===== config.mk =====
export PLATFORM = sky130hd
export DESIGN_NAME = sfs_startup_fault_softoff
export DESIGN_NICKNAME = d
export VERILOG_FILES = /design/src/core/sfs_startup_fault_softoff.v
export VERILOG_INCLUDE_DIRS = /design/src /design/src/core
export SDC_FILE = /design/constraint.sdc
export NUM_CORES = 2
export LEC_CHECK = 0
export ABC_AREA = 0
export BUFFER_PORTS_ARGS = -buffer_cell sky130_fd_sc_hd__buf_4
export CAP_MARGIN = 20
export CORE_MARGIN = 1
export CORE_UTILIZATION = 60
export CTS_BUF_LIST = sky130_fd_sc_hd__clkbuf_2
export CTS_CLUSTER_DIAMETER = 30
export DETAILED_ROUTE_END_ITERATION = 16
export PLACE_DENSITY_LB_ADDON = 0.15
export SYNTH_ARGS = -nofsm -noshare
export SYNTH_HDL_FRONTEND = slang
export SYNTH_SLANG_ARGS = --single-unit

===== constraint.sdc =====
create_clock -name sys_clk_i -period 30 [get_ports sys_clk_i]
set_input_delay 3 -clock sys_clk_i [delete_from_list [all_inputs] [get_ports sys_clk_i]]
set_output_delay 3 -clock sys_clk_i [all_outputs]
set_load 0.005 [all_outputs]

===== src/core/sfs_defines.vh =====
`ifndef SFS_DEFINES_VH
`define SFS_DEFINES_VH
// Command codes
`define SFS_CMD_FAULT_ACTION  8'h63
`define SFS_CMD_OFF_DELAY     8'h64
`define SFS_CMD_FALL_TIME     8'h65
`define SFS_CMD_SUMMARY       8'h78
`define SFS_CMD_STATUS_WORD   8'h79
// Fault action fields
`define SFS_ACT_HI            7
`define SFS_ACT_LO            6
`define SFS_RETRY_HI          5
`define SFS_RETRY_LO          3
`define SFS_DLY_HI            2
`define SFS_DLY_LO            0
`define SFS_ACT_IGNORE        2'h0
`define SFS_ACT_DELAYED       2'h1
`define SFS_ACT_IMMEDIATE     2'h2
`define SFS_RETRY_FOREVER     3'h7
// Linear-11 layout
`define SFS_EXP_HI            15
`define SFS_EXP_LO            11
`define SFS_MAN_HI            10
`define SFS_MAN_LO            0
// Reset values
`define SFS_FAULT_ACTION_RST  8'h00
`define SFS_OFF_DELAY_RST     16'hF800
`define SFS_FALL_TIME_RST     16'hF002
`define SFS_OFF_EXP           5'h1F
`define SFS_FALL_EXP          5'h1E
// Range limits, in mantissa steps
`define SFS_OFF_MAN_MAX       11'h0FF
`define SFS_FALL_MAN_MAX      11'h07F
`define SFS_FALL_MAN_MIN      11'h002
// Summary bits
`define SFS_SUM_OFF           6
`define SFS_SUM_OV            5
`define SFS_SUM_CML           1
`define SFS_SUM_NOTA          0
// Timing
`define SFS_CLK_HZ            20000000
`define SFS_MS_NS             1000000
`define SFS_CLK_NS            50
`define SFS_MS_CYC            (`SFS_MS_NS / `SFS_CLK_NS)
`define SFS_QMS_CYC           (`SFS_MS_CYC / 4)
`define SFS_INT_DLY_US        50
`define SFS_INT_DLY_CYC       ((`SFS_INT_DLY_US * 1000) / `SFS_CLK_NS)
`define SFS_START_PCT         85
`endif


===== src/core/sfs_startup_fault_softoff.v =====
// Contract
// - Action code 00 ignores start timeout, conversion continues.
// - Code 01 runs for shutdown delay, then shuts down if fault persists.
// - Code 10 shuts down at once, then follows restart policy.
// - Fault action writes with code 11 are rejected as invalid data.
// - Restart count 0 latches off, no restart.
// - Counts 1..6 wait one restart period, retry at most that many times; recovery or stop in the code 01 delay keeps the count, adding retries later.
// - Count 7 retries forever until off command or good start.
// - Delay field 0 means 1 ms shutdown delay, period of one rise time.
// - Delay n gives n ms delay; period n+1... capped at seven rise times.
// - After stop, energy delivered for the turn-off delay.
// - Turn-off delay linear-11, exponent 11111, 0 to 127.5 ms.
// - Internal delay up to 50 us added, even for zero.
// - Out of range delay or fall writes are invalid data.
// - After delay, reference ramps to zero over the fall time.
// - Ramp slope gives the programmed fall time at high setpoints; low setpoints reach zero sooner.
// - Fall time exponent -2, 0.25 ms steps up to 31.75 ms.
// - Fall times under 0.5 ms run as 0.5 ms.
// - Slope quantisation may merge fall settings at low setpoints.
// - Summary byte always equals status word low byte.
// - Summary bits 5..2 follow detailed status; bits 1 and 0 also hold sticky CML and timeout flags, bit 6 is off state.
// - Timeout sets summary, word output bit, timeout bit, alerts host.
// - Timeout when output below 85 percent after limit time.
// - Rise time runs from output rising to regulation band.
`include "sfs_defines.vh"
`timescale 1ns/1ps
`default_nettype none
module sfs_startup_fault_softoff
#(
  parameter        REF_W        = 16,
  parameter [31:0] MS_CYC       = `SFS_MS_CYC,
  parameter [31:0] INT_DLY_CYC  = `SFS_INT_DLY_CYC
)
(
  input  wire             sys_clk_i,
  input  wire             rst_n_i,
  input  wire             wr_stb_i,
  input  wire             rd_stb_i,
  input  wire [7:0]       cmd_i,
  input  wire [15:0]      wr_data_i,
  output reg  [15:0]      rd_data_o,
  output reg              alert_o,
  input  wire             alert_clr_i,
  input  wire             run_cmd_i,
  input  wire [REF_W-1:0] vout_target_i,
  input  wire [REF_W-1:0] vout_sense_i,
  input  wire             tmax_enable_i,
  input  wire [15:0]      tmax_limit_qms_i,
  input  wire [15:0]      rise_qms_i,
  input  wire             vout_in_band_i,
  input  wire [7:0]       detail_vout_i,
  input  wire             detail_output_overvoltage_summary_i,
  input  wire [4:0]       detail_other_sum_i,
  output reg              timeout_event_o,
  output reg              convert_o,
  output reg  [REF_W-1:0] ref_dac_o,
  output reg              cml_event_o
);

  ////////////////////////////////////////////////////////////////
  // States
  localparam [6:0] ST_OFF   = 7'h01;
  localparam [6:0] ST_DELAY = 7'h02;
  localparam [6:0] ST_RISE  = 7'h04;
  localparam [6:0] ST_ON    = 7'h08;
  localparam [6:0] ST_GRACE = 7'h10;
  localparam [6:0] ST_HICC  = 7'h20;
  localparam [6:0] ST_STOP  = 7'h40;

  reg  [6:0]       state_reg;
  reg  [7:0]       action_reg;
  reg  [15:0]      off_delay_reg;
  reg  [15:0]      fall_reg;
  reg  [2:0]       retries_reg;
  reg              latched_reg;
  reg              tmo_flag_reg;
  reg              cml_flag_reg;
  reg  [31:0]      tick_reg;
  reg  [31:0]      cnt_reg;
  reg  [15:0]      ref_step_reg;
  reg  [REF_W-1:0] ref_reg;
  reg              in_fall_reg;

  wire [1:0]  act_code    = action_reg[`SFS_ACT_HI:`SFS_ACT_LO];
  wire [2:0]  retry_field = action_reg[`SFS_RETRY_HI:`SFS_RETRY_LO];
  wire [2:0]  dly_field   = action_reg[`SFS_DLY_HI:`SFS_DLY_LO];
  wire [10:0] off_man     = off_delay_reg[`SFS_MAN_HI:`SFS_MAN_LO];
  wire [10:0] fall_man    = fall_reg[`SFS_MAN_HI:`SFS_MAN_LO];

  ////////////////////////////////////////////////////////////////
  // Write checks
  // valid code check
  wire act_ok  = (wr_data_i[`SFS_ACT_HI:`SFS_ACT_LO] != 2'h3);
  wire off_ok  = (wr_data_i[`SFS_EXP_HI:`SFS_EXP_LO] == `SFS_OFF_EXP) &&
                 (wr_data_i[`SFS_MAN_HI:`SFS_MAN_LO] <= `SFS_OFF_MAN_MAX);
  wire fall_ok = (wr_data_i[`SFS_EXP_HI:`SFS_EXP_LO] == `SFS_FALL_EXP) &&
                 (wr_data_i[`SFS_MAN_HI:`SFS_MAN_LO] <= `SFS_FALL_MAN_MAX);
  wire wr_act  = wr_stb_i && (cmd_i == `SFS_CMD_FAULT_ACTION);
  wire wr_off  = wr_stb_i && (cmd_i == `SFS_CMD_OFF_DELAY);
  wire wr_fall = wr_stb_i && (cmd_i == `SFS_CMD_FALL_TIME);
  wire bad_wr  = (wr_act && !act_ok) || (wr_off && !off_ok) || (wr_fall && !fall_ok);

  ////////////////////////////////////////////////////////////////
  // Derived times
  // delay and period in units
  wire [3:0]  dly_ms    = (dly_field == 3'h0) ? 4'h1 : {1'b0, dly_field};
  wire [3:0]  hicc_mult = (dly_field == 3'h0) ? 4'h1 :
                          (dly_field == 3'h7) ? 4'h7 : {1'b0, dly_field} + 4'h1;
  wire [31:0] dly_cyc   = MS_CYC * {28'h0, dly_ms};
  wire [31:0] hicc_cyc  = (MS_CYC >> 2) * {28'h0, hicc_mult} * {16'h0, rise_qms_i};
  wire [31:0] tmax_cyc  = (MS_CYC >> 2) * {16'h0, tmax_limit_qms_i};
  wire [31:0] off_cyc   = (MS_CYC >> 1) * {21'h0, off_man} + INT_DLY_CYC;
  wire [10:0] fall_eff  = (fall_man < `SFS_FALL_MAN_MIN) ? `SFS_FALL_MAN_MIN : fall_man;
  wire [31:0] fall_cyc  = (MS_CYC >> 2) * {21'h0, fall_eff};
  localparam [6:0] START_PCT = `SFS_START_PCT;
  wire [REF_W+6:0] sense_x = {7'h0, vout_sense_i} * 7'd100;
  wire [REF_W+6:0] targ_x  = {7'h0, vout_target_i} * START_PCT;
  wire        reached   = sense_x >= targ_x;
  wire        tmo_now   = tmax_enable_i && (state_reg == ST_RISE) &&
                          (cnt_reg >= tmax_cyc) && !reached;

  ////////////////////////////////////////////////////////////////
  // Command registers
  always @(posedge sys_clk_i or negedge rst_n_i)
  begin
    if (!rst_n_i)
    begin
      action_reg    <= `SFS_FAULT_ACTION_RST;
      off_delay_reg <= `SFS_OFF_DELAY_RST;
      fall_reg      <= `SFS_FALL_TIME_RST;
    end
    else
    begin
      if (wr_act && act_ok)
        action_reg <= wr_data_i[7:0];
      if (wr_off && off_ok)
        off_delay_reg <= wr_data_i;
      if (wr_fall && fall_ok)
        fall_reg <= wr_data_i;
    end
  end

  ////////////////////////////////////////////////////////////////
  // Sticky flags; set beats clear
  always @(posedge sys_clk_i or negedge rst_n_i)
  begin
    if (!rst_n_i)
    begin
      tmo_flag_reg <= 1'b0;
      cml_flag_reg <= 1'b0;
      alert_o      <= 1'b0;
    end
    else
    begin
      tmo_flag_reg <= tmo_now | (tmo_flag_reg & ~alert_clr_i);
      cml_flag_reg <= bad_wr | (cml_flag_reg & ~alert_clr_i);
      alert_o      <= tmo_now | bad_wr | (alert_o & ~alert_clr_i);
    end
  end

  ////////////////////////////////////////////////////////////////
  // Sequencer
  always @(posedge sys_clk_i or negedge rst_n_i)
  begin
    if (!rst_n_i)
    begin
      state_reg    <= ST_OFF;
      cnt_reg      <= 32'h0;
      retries_reg  <= 3'h0;
      latched_reg  <= 1'b0;
      convert_o    <= 1'b0;
      in_fall_reg  <= 1'b0;
      timeout_event_o <= 1'b0;
    end
    else
    begin
      timeout_event_o <= tmo_now;
      cnt_reg <= cnt_reg + 32'h1;
      case (state_reg)
        ST_OFF:
        begin
          convert_o   <= 1'b0;
          in_fall_reg <= 1'b0;
          if (!run_cmd_i)
            latched_reg <= 1'b0;
          else if (!latched_reg)
          begin
            state_reg <= ST_RISE;
            cnt_reg   <= 32'h0;
            convert_o <= 1'b1;
          end
        end
        ST_RISE:
        begin
          if (!run_cmd_i)
          begin
            state_reg <= ST_STOP;
            cnt_reg   <= 32'h0;
            retries_reg <= 3'h0;
          end
          else if (vout_in_band_i && reached)
          begin
            state_reg   <= ST_ON;
            retries_reg <= 3'h0;
          end
          else if (tmo_now)
          begin
            case (act_code)
              `SFS_ACT_IGNORE:  state_reg <= ST_ON;
              `SFS_ACT_DELAYED:
              begin
                state_reg <= ST_GRACE;
                cnt_reg   <= 32'h0;
              end
              default:
              begin
                state_reg <= ST_DELAY;
                cnt_reg   <= 32'h0;
                convert_o <= 1'b0;
              end
            endcase
          end
        end
        ST_GRACE:
        begin
          if (!run_cmd_i)
          begin
            state_reg <= ST_STOP;
            cnt_reg   <= 32'h0;
          end
          else if (reached)
            state_reg <= ST_ON;
          else if (cnt_reg >= dly_cyc)
          begin
            state_reg <= ST_DELAY;
            cnt_reg   <= 32'h0;
            convert_o <= 1'b0;
          end
        end
        ST_DELAY:
        begin
          // Shutdown point: pick restart policy
          cnt_reg <= 32'h0;
          if (!run_cmd_i)
            state_reg <= ST_OFF;
          else if (retry_field == 3'h0)
          begin
            latched_reg <= 1'b1;
            state_reg   <= ST_OFF;
          end
          else if (retries_reg == 3'h0 && !in_fall_reg)
          begin
            retries_reg <= retry_field;
            in_fall_reg <= 1'b1;
            state_reg   <= ST_HICC;
          end
          else if (retries_reg == 3'h0)
          begin
            latched_reg <= 1'b1;
            in_fall_reg <= 1'b0;
            state_reg   <= ST_OFF;
          end
          else
            state_reg <= ST_HICC;
        end
        ST_HICC:
        begin
          if (!run_cmd_i)
          begin
            state_reg   <= ST_OFF;
            retries_reg <= 3'h0;
          end
          else if (cnt_reg >= hicc_cyc)
          begin
            if (retry_field != `SFS_RETRY_FOREVER)
              retries_reg <= retries_reg - 3'h1;
            state_reg <= ST_RISE;
            cnt_reg   <= 32'h0;
            convert_o <= 1'b1;
          end
        end
        ST_ON:
        begin
          in_fall_reg <= 1'b0;
          if (!run_cmd_i)
          begin
            state_reg <= ST_STOP;
            cnt_reg   <= 32'h0;
          end
        end
        ST_STOP:
        begin
          if (cnt_reg >= off_cyc + fall_cyc)
          begin
            state_reg <= ST_OFF;
            convert_o <= 1'b0;
          end
        end
        default:
          state_reg <= ST_OFF;
      endcase
    end
  end

  ////////////////////////////////////////////////////////////////
  // Reference ramp
  // step per quarter ms, truncated slope plus one
  wire [15:0] step_calc = (vout_target_i / {5'h0, fall_eff[10:0]}) + 16'h1;
  wire        ramp_tick = (tick_reg >= (MS_CYC >> 2) - 32'h1);
  always @(posedge sys_clk_i or negedge rst_n_i)
  begin
    if (!rst_n_i)
    begin
      tick_reg     <= 32'h0;
      ref_step_reg <= 16'h0;
      ref_reg      <= {REF_W{1'b0}};
      ref_dac_o    <= {REF_W{1'b0}};
    end
    else
    begin
      tick_reg <= ramp_tick ? 32'h0 : tick_reg + 32'h1;
      if (state_reg == ST_RISE || state_reg == ST_ON || state_reg == ST_GRACE)
      begin
        ref_reg      <= vout_target_i;
        ref_step_reg <= step_calc;
      end
      // ramp down after the turn-off delay
      else if (state_reg == ST_STOP && cnt_reg >= off_cyc && ramp_tick)
        ref_reg <= (ref_reg > ref_step_reg[REF_W-1:0]) ? ref_reg - ref_step_reg[REF_W-1:0]
                                                       : {REF_W{1'b0}};
      else if (state_reg == ST_OFF || state_reg == ST_DELAY || state_reg == ST_HICC)
        ref_reg <= {REF_W{1'b0}};
      ref_dac_o <= ref_reg;
    end
  end

  ////////////////////////////////////////////////////////////////
  // Summary byte and read mux
  // summary built from detail, sticky CML and timeout flags, and convert state
  wire [7:0] summary;
  assign summary[7]            = 1'b0;
  assign summary[`SFS_SUM_OFF] = ~convert_o;
  assign summary[`SFS_SUM_OV]  = detail_output_overvoltage_summary_i;
  assign summary[4:2]          = detail_other_sum_i[4:2];
  assign summary[`SFS_SUM_CML] = cml_flag_reg | detail_other_sum_i[1];
  assign summary[`SFS_SUM_NOTA] = tmo_flag_reg | detail_other_sum_i[0];
  wire vout_word = tmo_flag_reg | (|detail_vout_i);

  always @(posedge sys_clk_i or negedge rst_n_i)
  begin
    if (!rst_n_i)
    begin
      rd_data_o   <= 16'h0;
      cml_event_o <= 1'b0;
    end
    else
    begin
      cml_event_o <= bad_wr;
      if (rd_stb_i)
      begin
        if (cmd_i == `SFS_CMD_FAULT_ACTION)
          rd_data_o <= {8'h0, action_reg};
        else if (cmd_i == `SFS_CMD_OFF_DELAY)
          rd_data_o <= off_delay_reg;
        else if (cmd_i == `SFS_CMD_FALL_TIME)
          rd_data_o <= fall_reg;
        else if (cmd_i == `SFS_CMD_SUMMARY)
          rd_data_o <= {8'h0, summary};
        else if (cmd_i == `SFS_CMD_STATUS_WORD)
          rd_data_o <= {vout_word, 7'h0, summary};
        else
          rd_data_o <= 16'h0;
      end
    end
  end

endmodule
`default_nettype wire


## Word level (Yosys, flattened, before mapping)

Cells that the tools add are included.

| operators by class | value |
|---|---|
| magnitude comparators | 11 |
| div/mod/pow operators | 1 |
| bitwise gates (word level) | 12 |
| multiply operators | 8 |
| multiplexer cells | 78 |
| reductions and logical operators | 46 |
| add/subtract/negate cells | 8 |
| equality and inequality tests | 43 |

Operators with widths:

| cell | count |
|---|---|
| two-way mux 32 bit | 13 |
| one-hot mux 32 bit (6 select lines) | 1 |
| two-way mux 16 bit | 9 |
| two-way mux 7 bit | 12 |
| adder 32 x 1 -> 32 bit, second input constant | 2 |
| one-hot mux 7 bit (7 select lines) | 1 |
| multiplier 10 x 11 -> 21 bit, first input constant | 2 |
| == test 8 x 7 -> 1 bit, second input constant | 5 |
| inequality test 2 bit, second input constant | 18 |
| >= comparator 32 x 13 -> 1 bit, second input constant | 1 |
| >= comparator 32 x 18 -> 1 bit | 1 |
| >= comparator 32 x 26 -> 1 bit | 1 |
| >= comparator 32 x 27 -> 1 bit | 1 |
| >= comparator 32 x 29 -> 1 bit | 1 |
| >= comparator 32 bit | 1 |
| multiplier 14 x 16 -> 29 bit | 1 |
| adder 26 x 24 -> 27 bit | 1 |
| two-way mux 3 bit | 9 |
| adder 25 x 10 -> 26 bit, second input constant | 1 |
| multiplier 10 x 16 -> 26 bit, first input constant | 1 |
| two-way mux 6 bit | 4 |
| >= comparator 23 bit | 1 |
| multiplier 16 x 7 -> 23 bit, second input constant | 1 |
| multiplier 16 x 5 -> 21 bit, second input constant | 1 |
| other kinds (47) | 118 |

| storage, ports and cells | value |
|---|---|
| output and inout bits | 36 |
| bits in registers | 186 |
| input port bits | 110 |
| word-level logic and storage cells | 226 |

## Longest topological paths before layout

| depth | value |
|---|---|
| word-level depth | 9 |
| mapped depth | 170 |
| depth with buffers taken out | 156 |

## Worst setup path after synthesis

No wires, ideal clock.

| timing | value |
|---|---|
| path kind | in2reg |
| start point | input vout_target_i[12] |
| end point | register ref_step_reg[12] |
| cell stages on the path | 159 |
| path buffers | 17 |
| data arrival time | 33.313 ns |
| data required time | 29.865 ns |
| library setup time | 0.135 ns |
| setup slack | -3.448 ns |
| cells stage by stage | or3b_1 > or4_1 > o21ai_1 > a32oi_1 > ha_1 > nor3_1 > nor3b_1 > a22o_1 > ha_1 > o211a_1 > o31a_1 > and3_4 > buf_6 > and3_1 > a21o_1 > ha_1 > o21ai_0 > a22oi_1 > [123 not listed] > a21o_1 > a21o_1 > a21oi_1 > nor2b_1 > o21ai_0 > nand2b_1 > a21oi_1 > o21ai_0 > a211oi_1 > o21ai_0 > a211oi_2 > o211ai_2 > ha_1 > inv_1 > nor3_1 > nand3_1 > xor2_1 > o21ai_0 |

| between the ends | value |
|---|---|
| longest elaborated chain between the ends | 2 |

Ends and longest elaborated chain:

| item | RTL line | RTL |
|---|---|---|
| start, declared | sfs_startup_fault_softoff.v:45 | `input wire [REF_W-1:0] vout_target_i,` |
| divider 16 x 11 -> 16 bit | sfs_startup_fault_softoff.v:308 | `wire [15:0] step_calc = (vout_target_i / {5'h0, fall_eff[10:0]}) + 16'h1;` |
| adder 16 x 1 -> 16 bit | sfs_startup_fault_softoff.v:308 |  |
| end signal, assigned | sfs_startup_fault_softoff.v:325 | `ref_step_reg <= step_calc;` |
| end, declared | sfs_startup_fault_softoff.v:80 | `reg [15:0] ref_step_reg;` |

No other way between the ends.
A chain may end at the register's enable or synchronous reset.

## Final worst setup path

| timing | value |
|---|---|
| start point | input vout_target_i[15] |
| end point | register ref_step_reg[8] |

Same word-level chain as after synthesis.

==> key figures <==
Status
  • Status: completed

Critical path
  • Worst Setup SP: vout_target_i[15]
  • RR Endpoint: ref_step_reg[8]
  • Critical Path End Type: register
  • CP max-delay cell: or4_4
  • Setup crit start kind: primary input
  • Worst R2R Path Depth: 153
  • WP buf/inv: 16
  • Crit path to: ref_step_reg[8]
  • Worst EP required: 30.85 ns
  • CP most frequent cell: o21a_1
  • Worst Path Class, Setup: primary input to register
  • Slowest stage delay, CP: 0.56 ns
  • Largest delay share family, worst path: compound AO/OA/AOI/OAI gates
  • Arr. time, crit path: 29.69 ns
  • Crit Path Max Fanout: 16
  • WP depth: 148
  • R2R setup slack: 1.29 ns
  • FF-to-FF Start: fall_reg[10]

Clock tree
  • Root Driver: clkbuf_2
  • CTS tree: yes
  • Inserted Clock Buffers: 17
  • Worst skew pair latency: 0.97 ns
  • CTS max path bufs: 2
  • Clock transition at path regs: 0.34 ns
  • CTS HTree Levels: 4
  • Num Clock Sinks: 186

Logic synthesis
  • Cell Area, Synth: 35870 um^2
  • Distinct cell type count after synthesis: 95
  • Cells after synthesis: 4234
  • Sequential element share of the synthesized area: 0.1302
  • Post-synth EDFFs: 0
  • Cell taking the most area after synthesis: ha_1
  • Top-area cell type share of the netlist area: 0.2459
  • Avg Inst Size Synth: 8.471 um^2
  • Async S/R FF share, synth: 1.000
  • Primary FF master, synth: dfrtp_1
  • Synth Register Bits: 186
  • Synth top area cells: ha_1, fa_1, dfrtp_1
  • Yosys warns: 0

Global routing
  • Grt met1 use: 0.4088
  • Met2 usage: 0.5097
  • Most crowded layer after global routing: met2
  • First-pass GRT wire length: 147100 um
  • Grt total ovfl: 0
  • Largest net degree at the start of global routing: 109
  • GRT Total Usage: 0.3017
  • Initial antenna violation count: 3
  • Met3 Track Usage GR: 0.04161
  • Vias in the first global route: 29330

STA
  • Final Hold Viols: 0
  • Final worst-path cycle share: 0.9614
  • Final setup vio count: 0
  • Tmin final: 28.84 ns
  • Final hold slack: 0.4447 ns
  • Final Max Tran Viols: 0
  • Worst Skew: 0.06408 ns
  • Slew margin rel.: 0.3098
  • Worst setup margin: 1.157 ns
  • Fmax: 34.67 MHz
  • Worst Max-Slew Pin Slew: 1.035 ns

Power
  • Total chip power: 1.590 mW
  • PwrDens: 39.41 nW/um^2
  • Max IR drop VDD: 32.05 uV
  • Pleak: 21.51 nW

Place
  • Cell Area, Placed: 39190 um^2
  • IO buf count: 145
  • Pre-CTS WS: -0.8064 ns
  • Final Wtd Congestion: 0.9378
  • HPWL after DPL: 73510 um

Detailed routing
  • Vias: 30110
  • Post-Route WL: 90240 um
  • Per-cell routed wire length: 17.05 um
  • ANT nets after route: 0
  • DR iter-0 viols: 1551
  • # DRC: 0
  • DR pass1 iterations: 5
  • Vias/cell: 5.690

Die
  • Die Ht: 246.5 um
  • Die area: 60760 um^2
  • Num rows: 89
  • Core footprint: 59020 um^2
  • Initial Util: 0.6077
  • Io pins: 146
  • Die width: 246.5 um

Hold path
  • HP Start: ref_reg[0]
  • Type of the worst min-delay path: register to register

Cells and area
  • Final core utilization: 0.6837
  • Fin nets: 5597
  • Synthesis-to-layout area growth: 12.50%
  • Post-route design area: 40350 um^2
  • Most frequent cells in the layout: inv_1, ha_1, buf_4, fa_1, nand2_1
  • Commonest non-fill, non-tap cell in the layout: inv_1
  • Share of layout cells above drive strength 1: 0.1313

Flow run
  • Max Cap Violations: 0
[kinds of logic after synthesis]
group | after synthesis | synth area share
DFF | 186 | 0.1302
buffers and inverters | 810 | 0.08526
muxes | 55 | 0.01685
and+or+nand+nor | 1157 | 0.1636
xor gates and xnor gates | 248 | 0.06056
AOI/OAI and AO/OA | 792 | 0.1413
adders and majority gates | 985 | 0.4022
other | 1 | 0.0001046
[Yosys cell counts, drive strengths merged (6+ instances only)]
cell	n
o211ai	20
buf	11
mux2i	12
or3	26
dfstp	11
nor3b	13
or4	8
a222oi	6
a22oi	24
mux2	43
fa	280
xor2	96
nand2b	64
a211o	8
ha	705
nor2	265
o31ai	17
nor2b	48
clkbuf	88
a21o	76
and2	111
xnor2	152
o31a	6
and3	42
nor3	82
nand3	89
o21a	77
dfrtp	175
a31oi	24
or2	24
nand4	42
o221ai	6
o21ai	171
a211oi	17
nand2	277
inv	710
nor4	32
a21boi	22
nand3b	12
a21oi	240
o21bai	22
[per-layer routing]
layer  wire (um)  part of all wire  up-vias
met4        1785             0.020        2
met2       42520              0.47      713
met5          13           0.00014        -
met1       40900              0.45    14450
met3        5007             0.055      105
li1            -                 -    14840
[area by class of cell]
cell class	count	area (um^2)
Antenna cell	3	7.507
Clock buffer	17	85.08
Clock inverter	15	215.2
Fill cell	4916	18670
Inverter	711	2670
Multi-Input combinational cell	3256	29170
Sequential cell	186	4669
Tap cell	773	967.2
Timing Repair Buffer	330	2562
[report_power, final]
group | total, mW | internal [mW] | switching (mW)
logic | 1.12 | 0.493 | 0.624
registers | 0.321 | 0.291 | 0.0299
clock network | 0.152 | 0.0342 | 0.118
total | 1.59 | 0.818 | 0.772
[worst min-delay path by stage]
stage              endpoint  slack (ns)  cells after the start
3_3_place_gp   ref_dac_o[0]        0.40                      0
4_1_cts        ref_dac_o[0]        0.45                      0
2_1_floorplan  ref_dac_o[0]        0.35                      0
3_5_place_dp   ref_dac_o[0]        0.39                      0
6_report       ref_dac_o[0]        0.44                      0
5_1_grt        ref_dac_o[0]        0.44                      0
[metrics by stage]
stage	std cells	TNS, ns
final	5291	0
after global routing	5291	-1.752
after CTS	5248	0
after detailed placement	5216	-9.049
after global placement	5215	-0.3704
after floorplan	4252	-0.01321
[repair_timing]
action                     CTS  global route
setup endpoints to repair    0            16
buffers inserted             0            38
hold buffers                 0             0
resized for setup            0            88
(Power assumes the default switching activity.)
